==> src/hdl/rst_ctrl_pkg.sv <==
package rst_ctrl_pkg;

  // Clock and timing
  localparam int unsigned CLK_PERIOD_NS       = 25;
  localparam int unsigned RESET_PULSE_TIME_NS = 1000;
  localparam int unsigned RESET_PULSE_CYCLES  = (RESET_PULSE_TIME_NS + CLK_PERIOD_NS - 1) / CLK_PERIOD_NS;
  localparam int unsigned PULSE_CNT_W         = 6;
  localparam logic [PULSE_CNT_W-1:0] PULSE_CNT_LOAD = PULSE_CNT_W'(RESET_PULSE_CYCLES);

  // External pin filter: low time in RC oscillator cycles
  localparam int unsigned PIN_FILT_W = 10;
  localparam logic [PIN_FILT_W-1:0] PIN_LOW_RC_CYCLES = 10'h300;

  // Reset cause flag positions
  localparam int unsigned CAUSE_W        = 8;
  localparam int unsigned CAUSE_POR      = 0;
  localparam int unsigned CAUSE_PIN      = 1;
  localparam int unsigned CAUSE_WDT      = 2;
  localparam int unsigned CAUSE_LVD      = 3;
  localparam int unsigned CAUSE_BOD      = 4;
  localparam int unsigned CAUSE_SYS      = 5;
  localparam int unsigned CAUSE_CORE     = 6;
  localparam int unsigned CAUSE_CHIP     = 7;
  localparam logic [CAUSE_W-1:0] CAUSE_RESET = 8'h00;

  // Chip reset control bit positions
  localparam int unsigned CTRL_W         = 2;
  localparam int unsigned CTRL_CHIP_BIT  = 0;
  localparam int unsigned CTRL_CORE_BIT  = 1;
  localparam logic [CTRL_W-1:0] CTRL_RESET = 2'h0;

  // Boot source select value after a chip-level reset
  localparam logic BOOT_SEL_RESET = 1'b0;

  // Reset scope being driven
  typedef enum logic [1:0] {
    SCOPE_CORE = 2'h0,
    SCOPE_SYS  = 2'h1,
    SCOPE_CHIP = 2'h2
  } scope_e;

  // Sequencer states, one-hot
  typedef enum logic [1:0] {
    ST_IDLE = 2'b01,
    ST_HOLD = 2'b10
  } seq_state_e;

endpackage

==> src/hdl/system_reset_controller.sv <==
`timescale 1ns/100ps
`default_nettype none

// Functional notes
// - Reset pin low 768 RC ticks resets
// - Five hardware sources each reset the chip
// - Every reset sets its own readable cause flag
// - Software requests system, core and chip resets
// - Chip one-shot request clears itself after issue
// - Boot select survives system and core resets
module system_reset_controller (
  // Clock and reset
  input  wire logic                             clk_i,
  input  wire logic                             resetn_i,
  // Hardware reset sources, active high levels except the active-low external reset pin; RC tick for the pin filter
  input  wire logic                             power_on_detect_i,
  input  wire logic                             external_reset_input_i,
  input  wire logic                             rc_tick_i,
  input  wire logic                             watchdog_timeout_i,
  input  wire logic                             low_voltage_detect_i,
  input  wire logic                             brownout_detect_i,
  // Software requests
  input  wire logic                             system_reset_request_i,
  input  wire logic                             chip_reset_control_wr_i,
  input  wire logic [rst_ctrl_pkg::CTRL_W-1:0]  chip_reset_control_wdata_i,
  input  wire logic                             reset_cause_clr_i,
  input  wire logic [rst_ctrl_pkg::CAUSE_W-1:0] reset_cause_clr_mask_i,
  input  wire logic                             boot_source_select_wr_i,
  input  wire logic                             boot_source_select_wdata_i,
  // Reset outputs, active high
  output logic                                  chip_reset_o,
  output logic                                  system_reset_o,
  output logic                                  core_reset_o,
  // Status
  output logic [rst_ctrl_pkg::CAUSE_W-1:0]      reset_cause_flags_o,
  output logic [rst_ctrl_pkg::CTRL_W-1:0]       chip_reset_control_o,
  output logic                                  boot_source_select_o
);

  logic                                rst_meta_q;
  logic                                rst_n;
  logic                                pin_reset;
  logic [4:0]                          hw_lvl;
  logic [4:0]                          hw_prev_q;
  logic [4:0]                          hw_rise;
  logic                                hw_active;
  logic                                sys_pend_q;
  logic [rst_ctrl_pkg::CTRL_W-1:0]     ctrl_q;
  rst_ctrl_pkg::seq_state_e            state_q;
  rst_ctrl_pkg::seq_state_e            state_d;
  rst_ctrl_pkg::scope_e                scope_q;
  rst_ctrl_pkg::scope_e                scope_d;
  logic [rst_ctrl_pkg::PULSE_CNT_W-1:0] cnt_q;
  logic [rst_ctrl_pkg::PULSE_CNT_W-1:0] cnt_d;
  logic                                start_chip;
  logic                                start_sys;
  logic                                start_core;
  logic [rst_ctrl_pkg::CAUSE_W-1:0]    cause_set;

  // Chip scope about to be held; shared by chip_reset_o and the boot select
  function automatic logic chip_hold(input rst_ctrl_pkg::seq_state_e st, input rst_ctrl_pkg::scope_e sc);
    return (st == rst_ctrl_pkg::ST_HOLD) && (sc == rst_ctrl_pkg::SCOPE_CHIP);
  endfunction

  // Reset release through two flip-flops; assertion stays asynchronous
  always_ff @(posedge clk_i or negedge resetn_i) begin
    if (!resetn_i) begin
      rst_meta_q <= 1'b0;
      rst_n      <= 1'b0;
    end else begin
      rst_meta_q <= 1'b1;
      rst_n      <= rst_meta_q;
    end
  end

  reset_pin_filter u_pin_filter (
    .clk_i       (clk_i),
    .rst_ni      (rst_n),
    .rc_tick_i   (rc_tick_i),
    .pin_i       (external_reset_input_i),
    .pin_reset_o (pin_reset)
  );

  assign hw_lvl    = {brownout_detect_i, low_voltage_detect_i, watchdog_timeout_i, pin_reset, power_on_detect_i};
  assign hw_active = |hw_lvl;
  assign hw_rise   = hw_lvl & ~hw_prev_q;

  // Edge memory for per-source cause detection
  always_ff @(posedge clk_i or negedge rst_n) begin
    if (!rst_n) begin
      hw_prev_q <= '0;
    end else begin
      hw_prev_q <= hw_lvl;
    end
  end

  // latch system request
  // A request arriving during another reset is kept until it is served or a chip reset starts
  always_ff @(posedge clk_i or negedge rst_n) begin
    if (!rst_n) begin
      sys_pend_q <= 1'b0;
    end else if (system_reset_request_i) begin
      sys_pend_q <= 1'b1;
    end else if (start_sys || start_chip) begin
      sys_pend_q <= 1'b0;
    end
  end

  // self-clearing one-shots
  // Bits drop when their pulse starts; a chip reset swallows a pending core request
  always_ff @(posedge clk_i or negedge rst_n) begin
    if (!rst_n) begin
      ctrl_q <= rst_ctrl_pkg::CTRL_RESET;
    end else begin
      ctrl_q[rst_ctrl_pkg::CTRL_CHIP_BIT] <= (ctrl_q[rst_ctrl_pkg::CTRL_CHIP_BIT] && !start_chip)
          || (chip_reset_control_wr_i && chip_reset_control_wdata_i[rst_ctrl_pkg::CTRL_CHIP_BIT]);
      ctrl_q[rst_ctrl_pkg::CTRL_CORE_BIT] <= (ctrl_q[rst_ctrl_pkg::CTRL_CORE_BIT] && !start_core && !start_chip)
          || (chip_reset_control_wr_i && chip_reset_control_wdata_i[rst_ctrl_pkg::CTRL_CORE_BIT]);
    end
  end

  // prioritise reset scopes
  // Chip scope wins over system, system over core; hardware sources extend the hold
  always_comb begin
    state_d    = state_q;
    scope_d    = scope_q;
    cnt_d      = cnt_q;
    start_chip = 1'b0;
    start_sys  = 1'b0;
    start_core = 1'b0;
    case (state_q)
      rst_ctrl_pkg::ST_IDLE: begin
        if (hw_active || ctrl_q[rst_ctrl_pkg::CTRL_CHIP_BIT]) begin
          start_chip = 1'b1;
          state_d    = rst_ctrl_pkg::ST_HOLD;
          scope_d    = rst_ctrl_pkg::SCOPE_CHIP;
          cnt_d      = rst_ctrl_pkg::PULSE_CNT_LOAD;
        end else if (sys_pend_q) begin
          start_sys = 1'b1;
          state_d   = rst_ctrl_pkg::ST_HOLD;
          scope_d   = rst_ctrl_pkg::SCOPE_SYS;
          cnt_d     = rst_ctrl_pkg::PULSE_CNT_LOAD;
        end else if (ctrl_q[rst_ctrl_pkg::CTRL_CORE_BIT]) begin
          start_core = 1'b1;
          state_d    = rst_ctrl_pkg::ST_HOLD;
          scope_d    = rst_ctrl_pkg::SCOPE_CORE;
          cnt_d      = rst_ctrl_pkg::PULSE_CNT_LOAD;
        end
      end
      rst_ctrl_pkg::ST_HOLD: begin
        if (hw_active) begin
          start_chip = (scope_q != rst_ctrl_pkg::SCOPE_CHIP) || (|hw_rise);
          scope_d    = rst_ctrl_pkg::SCOPE_CHIP;
          cnt_d      = rst_ctrl_pkg::PULSE_CNT_LOAD;
        end else if (cnt_q == rst_ctrl_pkg::PULSE_CNT_W'(1)) begin
          state_d = rst_ctrl_pkg::ST_IDLE;
        end else begin
          cnt_d = cnt_q - 1'b1;
        end
      end
      default: begin
        state_d = rst_ctrl_pkg::ST_IDLE;
      end
    endcase
  end

  // Sequencer registers
  always_ff @(posedge clk_i or negedge rst_n) begin
    if (!rst_n) begin
      state_q <= rst_ctrl_pkg::ST_IDLE;
      scope_q <= rst_ctrl_pkg::SCOPE_CORE;
      cnt_q   <= '0;
    end else begin
      state_q <= state_d;
      scope_q <= scope_d;
      cnt_q   <= cnt_d;
    end
  end

  // Reset outputs, nested: chip implies system implies core
  always_ff @(posedge clk_i or negedge rst_n) begin
    if (!rst_n) begin
      chip_reset_o   <= 1'b1;
      system_reset_o <= 1'b1;
      core_reset_o   <= 1'b1;
    end else begin
      chip_reset_o   <= chip_hold(state_d, scope_d);
      system_reset_o <= (state_d == rst_ctrl_pkg::ST_HOLD) && (scope_d != rst_ctrl_pkg::SCOPE_CORE);
      core_reset_o   <= (state_d == rst_ctrl_pkg::ST_HOLD);
    end
  end

  always_comb begin
    cause_set                          = '0;
    cause_set[rst_ctrl_pkg::CAUSE_POR] = hw_rise[0];
    cause_set[rst_ctrl_pkg::CAUSE_PIN] = hw_rise[1];
    cause_set[rst_ctrl_pkg::CAUSE_WDT] = hw_rise[2];
    cause_set[rst_ctrl_pkg::CAUSE_LVD] = hw_rise[3];
    cause_set[rst_ctrl_pkg::CAUSE_BOD] = hw_rise[4];
    cause_set[rst_ctrl_pkg::CAUSE_SYS] = start_sys;
    cause_set[rst_ctrl_pkg::CAUSE_CORE] = start_core;
    cause_set[rst_ctrl_pkg::CAUSE_CHIP] = start_chip && ctrl_q[rst_ctrl_pkg::CTRL_CHIP_BIT];
  end

  // write-one clear
  // Set beats clear so a cause landing in the clear cycle is kept
  always_ff @(posedge clk_i or negedge rst_n) begin
    if (!rst_n) begin
      reset_cause_flags_o <= rst_ctrl_pkg::CAUSE_RESET;
    end else begin
      reset_cause_flags_o <= (reset_cause_flags_o & ~(reset_cause_clr_i ? reset_cause_clr_mask_i : '0))
                             | cause_set;
    end
  end

  // Control readback shows pending one-shots
  always_ff @(posedge clk_i or negedge rst_n) begin
    if (!rst_n) begin
      chip_reset_control_o <= rst_ctrl_pkg::CTRL_RESET;
    end else begin
      chip_reset_control_o <= ctrl_q;
    end
  end

  // boot select retention
  // Only chip-scope resets restore the default; writes are ignored while chip reset holds
  always_ff @(posedge clk_i or negedge rst_n) begin
    if (!rst_n) begin
      boot_source_select_o <= rst_ctrl_pkg::BOOT_SEL_RESET;
    end else if (chip_hold(state_d, scope_d)) begin
      boot_source_select_o <= rst_ctrl_pkg::BOOT_SEL_RESET;
    end else if (boot_source_select_wr_i) begin
      boot_source_select_o <= boot_source_select_wdata_i;
    end
  end

endmodule

`default_nettype wire

==> src/hdl/reset_pin_filter.sv <==
`timescale 1ns/100ps
`default_nettype none

// Glitch filter for the external reset pin, counting RC oscillator ticks
module reset_pin_filter (
  // Clock and reset
  input  wire logic clk_i,
  input  wire logic rst_ni,
  // Pin and RC tick
  input  wire logic rc_tick_i,
  input  wire logic pin_i,
  // Filtered reset level
  output logic      pin_reset_o
);

  logic [rst_ctrl_pkg::PIN_FILT_W-1:0] low_cnt_q;

  // count low RC ticks
  // A high pin restarts the count, so short low pulses never reach the limit
  always_ff @(posedge clk_i or negedge rst_ni) begin
    if (!rst_ni) begin
      low_cnt_q <= '0;
    end else if (pin_i) begin
      low_cnt_q <= '0;
    end else if (rc_tick_i && (low_cnt_q != rst_ctrl_pkg::PIN_LOW_RC_CYCLES)) begin
      low_cnt_q <= low_cnt_q + 1'b1;
    end
  end

  always_ff @(posedge clk_i or negedge rst_ni) begin
    if (!rst_ni) begin
      pin_reset_o <= 1'b0;
    end else begin
      pin_reset_o <= !pin_i && (low_cnt_q == rst_ctrl_pkg::PIN_LOW_RC_CYCLES);
    end
  end

endmodule

`default_nettype wire

==> config.mk <==
export PLATFORM = sky130hd
export DESIGN_NAME = system_reset_controller
export DESIGN_NICKNAME = d
export VERILOG_FILES = /design/src/hdl/rst_ctrl_pkg.sv /design/src/hdl/system_reset_controller.sv /design/src/hdl/reset_pin_filter.sv
export SDC_FILE = /design/constraint.sdc
export NUM_CORES = 1
export LEC_CHECK = 0
export ABC_AREA = 1
export BUFFER_PORTS_ARGS = -buffer_cell sky130_fd_sc_hd__buf_2
export CAP_MARGIN = 5
export CORE_MARGIN = 2
export CORE_UTILIZATION = 56
export CTS_CLUSTER_DIAMETER = 120
export DETAILED_ROUTE_END_ITERATION = 10
export PLACE_DENSITY = 0.75
export SYNTH_ARGS = -nofsm -noshare
export SYNTH_HDL_FRONTEND = slang
export SYNTH_HIERARCHICAL = 1
export SYNTH_SLANG_ARGS = --single-unit
export TNS_END_PERCENT = 50
==> constraint.sdc <==
create_clock -name clk_i -period 2.1 [get_ports clk_i]
set_clock_uncertainty 0.2 [all_clocks]
set_input_delay 0.315 -clock clk_i [delete_from_list [all_inputs] [get_ports clk_i]]
set_output_delay 0.315 -clock clk_i [all_outputs]
set_load 0.005 [all_outputs]
# Yosys cells after proc, flatten, opt, wreduce, memory -nomap -nowiden
# Cells that the tools add are included.
# totals
register_bits	45
inputBits	23
out_inout_bits	14
wordCells	93
# classes
add_sub_neg	2
eq_ne	10
mux	34
bitwise_logic	5
reduce_logical	26
# ops
cell	n
2-to-1 mux 6 bit	5
2-to-1 mux 10 bit	2
2-to-1 mux 2 bit	9
2-to-1 mux 1 bit	13
one-hot mux 6 bit (2 select lines)	1
adder 10 x 1 -> 10 bit, second input constant	1
equality test 10 bit, second input constant	1
logical AND 1 bit	10
inequality test 10 bit, second input constant	1
nonzero test 2 bit	5
OR reduction 5 bit	2
bitwise AND 8 bit	1
2-to-1 mux 8 bit	1
inverter 8 bit	1
bitwise OR 8 bit	1
one-hot mux 2 bit (2 select lines)	2
equality test 2 bit, second input constant	3
equality test 6 x 1 -> 1 bit, second input constant	1
subtractor 6 x 1 -> 6 bit, second input constant	1
bitwise AND 5 bit	1
logical OR 1 bit	5
inverter 5 bit	1
inequality test 4 bit, second input constant	1
zero test 1 bit	3
other kinds (5)	5

# Longest topological paths before layout
# logic_depth
ltp_word	9
ltp_mapped	10
ltp_nobuf	10

# Cells and area by module
# The synthesis kept the hierarchy.
# modules_own_cells
module	n_inst	cells_per_inst	area_per_inst_um2	seq_area_each_um2
system_reset_controller	1	179	1536.5	855.8
reset_pin_filter	1	95	701.9	275.3

# Worst setup path before layout
# No wires, ideal clock.
# synth_timing
path_kind	register to register
from	register state_q[0]
to	register boot_source_select_o
arrival_time_ps	1548
required_time_ps	1779
slack_ps	231
path_stages_with_launch	11
n_path_buf	0
cell_sequence	dfstp_2 -> inv_1 -> ha_1 -> inv_1 -> nand2_1 -> nand2_1 -> nand2_1 -> nor2_1 -> nand2_1 -> nor2_2 -> nor2_2
# synth_between
elab_chain_cells	7
elab_cells_between_ends	14
cone_classes	eq/ne (4); mux (8); reduce/logical (2)
# synth_lines
item	line	text
start: declaration	system_reset_controller.sv:49	rst_ctrl_pkg::seq_state_e state_q;
start signal: assignment	system_reset_controller.sv:170	state_q <= rst_ctrl_pkg::ST_IDLE;
start signal: assignment	system_reset_controller.sv:174	state_q <= state_d;
2-to-1 mux 2 bit	system_reset_controller.sv:143	end else if (ctrl_q[rst_ctrl_pkg::CTRL_CORE_BIT]) begin
2-to-1 mux 2 bit	system_reset_controller.sv:138	end else if (sys_pend_q) begin
2-to-1 mux 2 bit	system_reset_controller.sv:133	if (hw_active || ctrl_q[rst_ctrl_pkg::CTRL_CHIP_BIT]) begin
one-hot mux 2 bit (2 select lines)	system_reset_controller.sv:131	case (state_q)
equality test 2 bit	system_reset_controller.sv:62	return (st == rst_ctrl_pkg::ST_HOLD) && (sc == rst_ctrl_pkg::SCOPE_CHIP);
logical AND 1 bit (*)	system_reset_controller.sv:62	
2-to-1 mux 1 bit / nonzero test 2 bit (equally long branches)	--	
end signal: assignment	system_reset_controller.sv:229	boot_source_select_o <= rst_ctrl_pkg::BOOT_SEL_RESET;
end signal: assignment	system_reset_controller.sv:231	boot_source_select_o <= rst_ctrl_pkg::BOOT_SEL_RESET;
end signal: assignment	system_reset_controller.sv:233	boot_source_select_o <= boot_source_select_wdata_i;
end: declaration	system_reset_controller.sv:37	output logic boot_source_select_o
# Every way passes the cells marked *; elsewhere a longest branch is shown, timed or not.
# A chain may end at the register's enable or synchronous reset.

# Worst setup path after layout
# Same ends and word-level chain as after synthesis.

==> flow_summary.json <==
{
  "finalHoldViolations": 0,
  "n_antenna_cell": 0,
  "clock_path_buffers": 2,
  "critPathMaxFanout": 7,
  "antenna_found_initial": 0,
  "required_ps": 2100,
  "hold_path_end": "sys_pend_q$_DFFE_PN0P_",
  "crit_arrival_ps": 1990,
  "place_congestion": 0.863,
  "endpoint_kind": "register",
  "ys_warn_count": 6,
  "wl_per_cell_um": 11.9,
  "worstHoldStart": "system_reset_request_i",
  "overflow": 0,
  "yosysTopAreaCellShare_pct": 45.8,
  "vias": 1882,
  "fin_crit_sh_pct": 94.8,
  "cts_made_buffers": 5,
  "layout-drive-gt1-share_pct": 22.8,
  "whs_path_depth": 2,
  "ios": 37,
  "ff2ff_path_depth": 10,
  "synth_largest_area_cell": "dfrtp_1",
  "syn_nets": 303,
  "routed_via_density": 5.05,
  "rows": 22,
  "h-tree-depth": 2,
  "drv_slew": 0,
  "synth_edf_count": 0,
  "r2r_end": "boot_source_select_o$_DFFE_PN0P_",
  "async_flop_share_pct": 100,
  "die_y_um": 67.2,
  "synth_area_leaders": "dfrtp_1, nand2_1, inv_1, dfstp_2, nand3_1",
  "ir_worst_vdd_v": 0.000654,
  "grt_pass1_vias": 1764,
  "initial_core_util_pct": 59.8,
  "drcViolationCount": 0,
  "root_buffer": "clkbuf_8",
  "ys_seq_area_share_pct": 50.5,
  "port_buffers": 36,
  "drt-initial-drc-count": 139,
  "grt_max_degree": 17,
  "clk-insertion-delay-late_ps": 300,
  "ys_types": 29,
  "power_density_nw_per_um2": 965,
  "synthTopCellsByCount": "nand2_1, dfrtp_1, inv_1, nor2_1, nand3_1",
  "total_power_w": 0.00256,
  "startpoint": "state_q[0]$_DFF_PN1_",
  "layout.nets": 353,
  "max_slew_margin_pct": 60.8,
  "synth_area_um2": 2240,
  "synthCells": 274,
  "die_area_um2": 4520,
  "ys.flop_type": "dfrtp_1",
  "rsz0062_at_grt": "true",
  "ys_ff_latch": 45,
  "crit_chain": "inv_1 > ha_1 > inv_2 > nand2_1 > nand2_1 > nand2_1 > nor2_1 > nand2_1 > nor2_2 > nor2_2",
  "reg2reg_from": "state_q[0]$_DFF_PN1_",
  "fin_util_pct": 70.9,
  "drt_pre_antenna_iters": 4,
  "max_freq_ghz": 0.502,
  "max_stage_delay_ps": 540,
  "min_period_ps": 1990,
  "cts_setup_buffers": 0,
  "clk_pin_slew_ps": 90,
  "syn_area_per_cell_um2": 8.17,
  "grt_pass1_wl_um": 7750,
  "setup_viol": 0,
  "cpMaxStageDelayCell": "dfstp_2",
  "fin_hold_ws_ps": 11.2,
  "leakagePower_nw": 1.41,
  "design_area_um2": 2660,
  "critPathKind": "register to register",
  "place_area_um2": 2490,
  "hold_path_class": "primary input to register",
  "die_width_um": 67.2,
  "worst_pin_slew_ps": 586,
  "routed_wl_um": 4440,
  "cp-start-kind": "register",
  "maxCapViolCount": 0,
  "status": "finished clean",
  "cts_tree": "done",
  "grt_usage_pct": 23.0,
  "hpwl_um": 3240,
  "clkSinkCount": 45,
  "core_area_um2": 3740,
  "area_growth_pct": 18.6,
  "rrSetupSlack_ps": 110,
  "ant_nets": 0,
  "critical_path.most_common_cell": "nand2_1",
  "synth.most_common_cell": "nand2_1"
}
==> metal layers <==
metal	global-route usage (%)	vias to the layer above	share of wire (%)
met5	0	-	0
met4	9.44	0	2.3
met3	5.00	9	5.6
met2	36.5	53	44
met1	30.8	850	48
li1	-	970	-
==> how the worst max path moves through the flow <==
stage                                       end  cells after the start
2_1_floorplan  boot_source_select_o$_DFFE_PN0P_                     10
3_3_place_gp   boot_source_select_o$_DFFE_PN0P_                     10
3_5_place_dp               cnt_q[5]$_DFFE_PN0P_                      7
4_1_cts        boot_source_select_o$_DFFE_PN0P_                     10
5_1_grt                    cnt_q[5]$_DFFE_PN0P_                      8
6_report       boot_source_select_o$_DFFE_PN0P_                     10
==> report_power, final <==
part	switching [W]	internal, W
logic	0.000502	0.000295
registers	0.000115	0.00106
clock network	0.000298	0.000298
total	0.000915	0.00165
==> critical path, delay by kind of cell, from the launching register on <==
family	cells	cell delay, ps
simple gates	7	600
fa+ha+maj	1	350
flops	1	540
buf+inv	2	190
==> cell families (layout without fill, tap and decap cells) <==
family / count (synthesis) / after routing / synth area share, %
XOR/XNOR: 1 / 1 / 0.391
flip-flops: 45 / 45 / 50.5
AO/OA/AOI/OAI: 26 / 26 / 6.65
AND/OR/NAND/NOR: 154 / 154 / 31.7
buffers and inverters: 40 / 91 / 6.76
multiplexers: 1 / 1 / 0.447
other: 1 / 1 / 0.168
adder cells (fa/ha/maj): 6 / 6 / 3.35
==> layout make-up <==
class / instances / area (um2)
Clock buffer: 7 / 96.3
Clock inverter: 1 / 5.00
Fill cell: 293 / 1090
Inverter: 38 / 143
Multi-Input combinational cell: 189 / 956
Sequential cell: 45 / 1130
Tap cell: 48 / 60.1
Timing Repair Buffer: 45 / 263
==> cell usage in the layout, fill, tap and decap left out <==
cell / instances
a21oi_1: 5
a21oi_2: 1
buf_2: 36
buf_4: 3
clkbuf_8: 7
clkinv_2: 1
conb_1: 1
dfrtp_1: 40
dfrtp_2: 1
dfstp_2: 4
dlygate4sd3_1: 6
ha_1: 6
inv_1: 34
inv_2: 4
mux2i_1: 1
nand2_1: 85
nand2_2: 1
nand3_1: 18
nand3_2: 2
nand4_1: 13
nor2_1: 22
nor2_2: 7
nor2_4: 3
nor2_8: 1
o211ai_1: 1
o21ai_0: 11
o21ai_1: 3
o21ai_2: 1
o21bai_1: 1
o22ai_1: 1
o31ai_1: 2
or2_2: 2
xor2_1: 1
==> what timing repair did <==
action | 4_1_cts | 5_1_grt
hold buffers | 6 | 0
setup endpoints to repair | 0 | 5
hold endpoints to repair | 19 | 0
resized for setup | 0 | 1
==> per-stage QoR <==
stage | cells | setup TNS, ps | setup slack (ps)
after floorplan | 274 | 0 | 231
after global placement | 359 | 0 | 145
after detailed placement | 359 | 0 | 81.3
after CTS | 373 | 0 | 61.6
after global routing | 373 | -226 | -68.7
final | 373 | 0 | 110
==> flip-flops by register name (all words and copies together), names as in the netlist, 2 cells and up <==
name                    flops
u_pin_filter/low_cnt_q     10
reset_cause_flags_o         8
cnt_q                       6
hw_prev_q                   5
chip_reset_control_o        2
ctrl_q                      2
scope_q                     2
state_q                     2
Note: power is estimated with default switching activity, not from simulation.
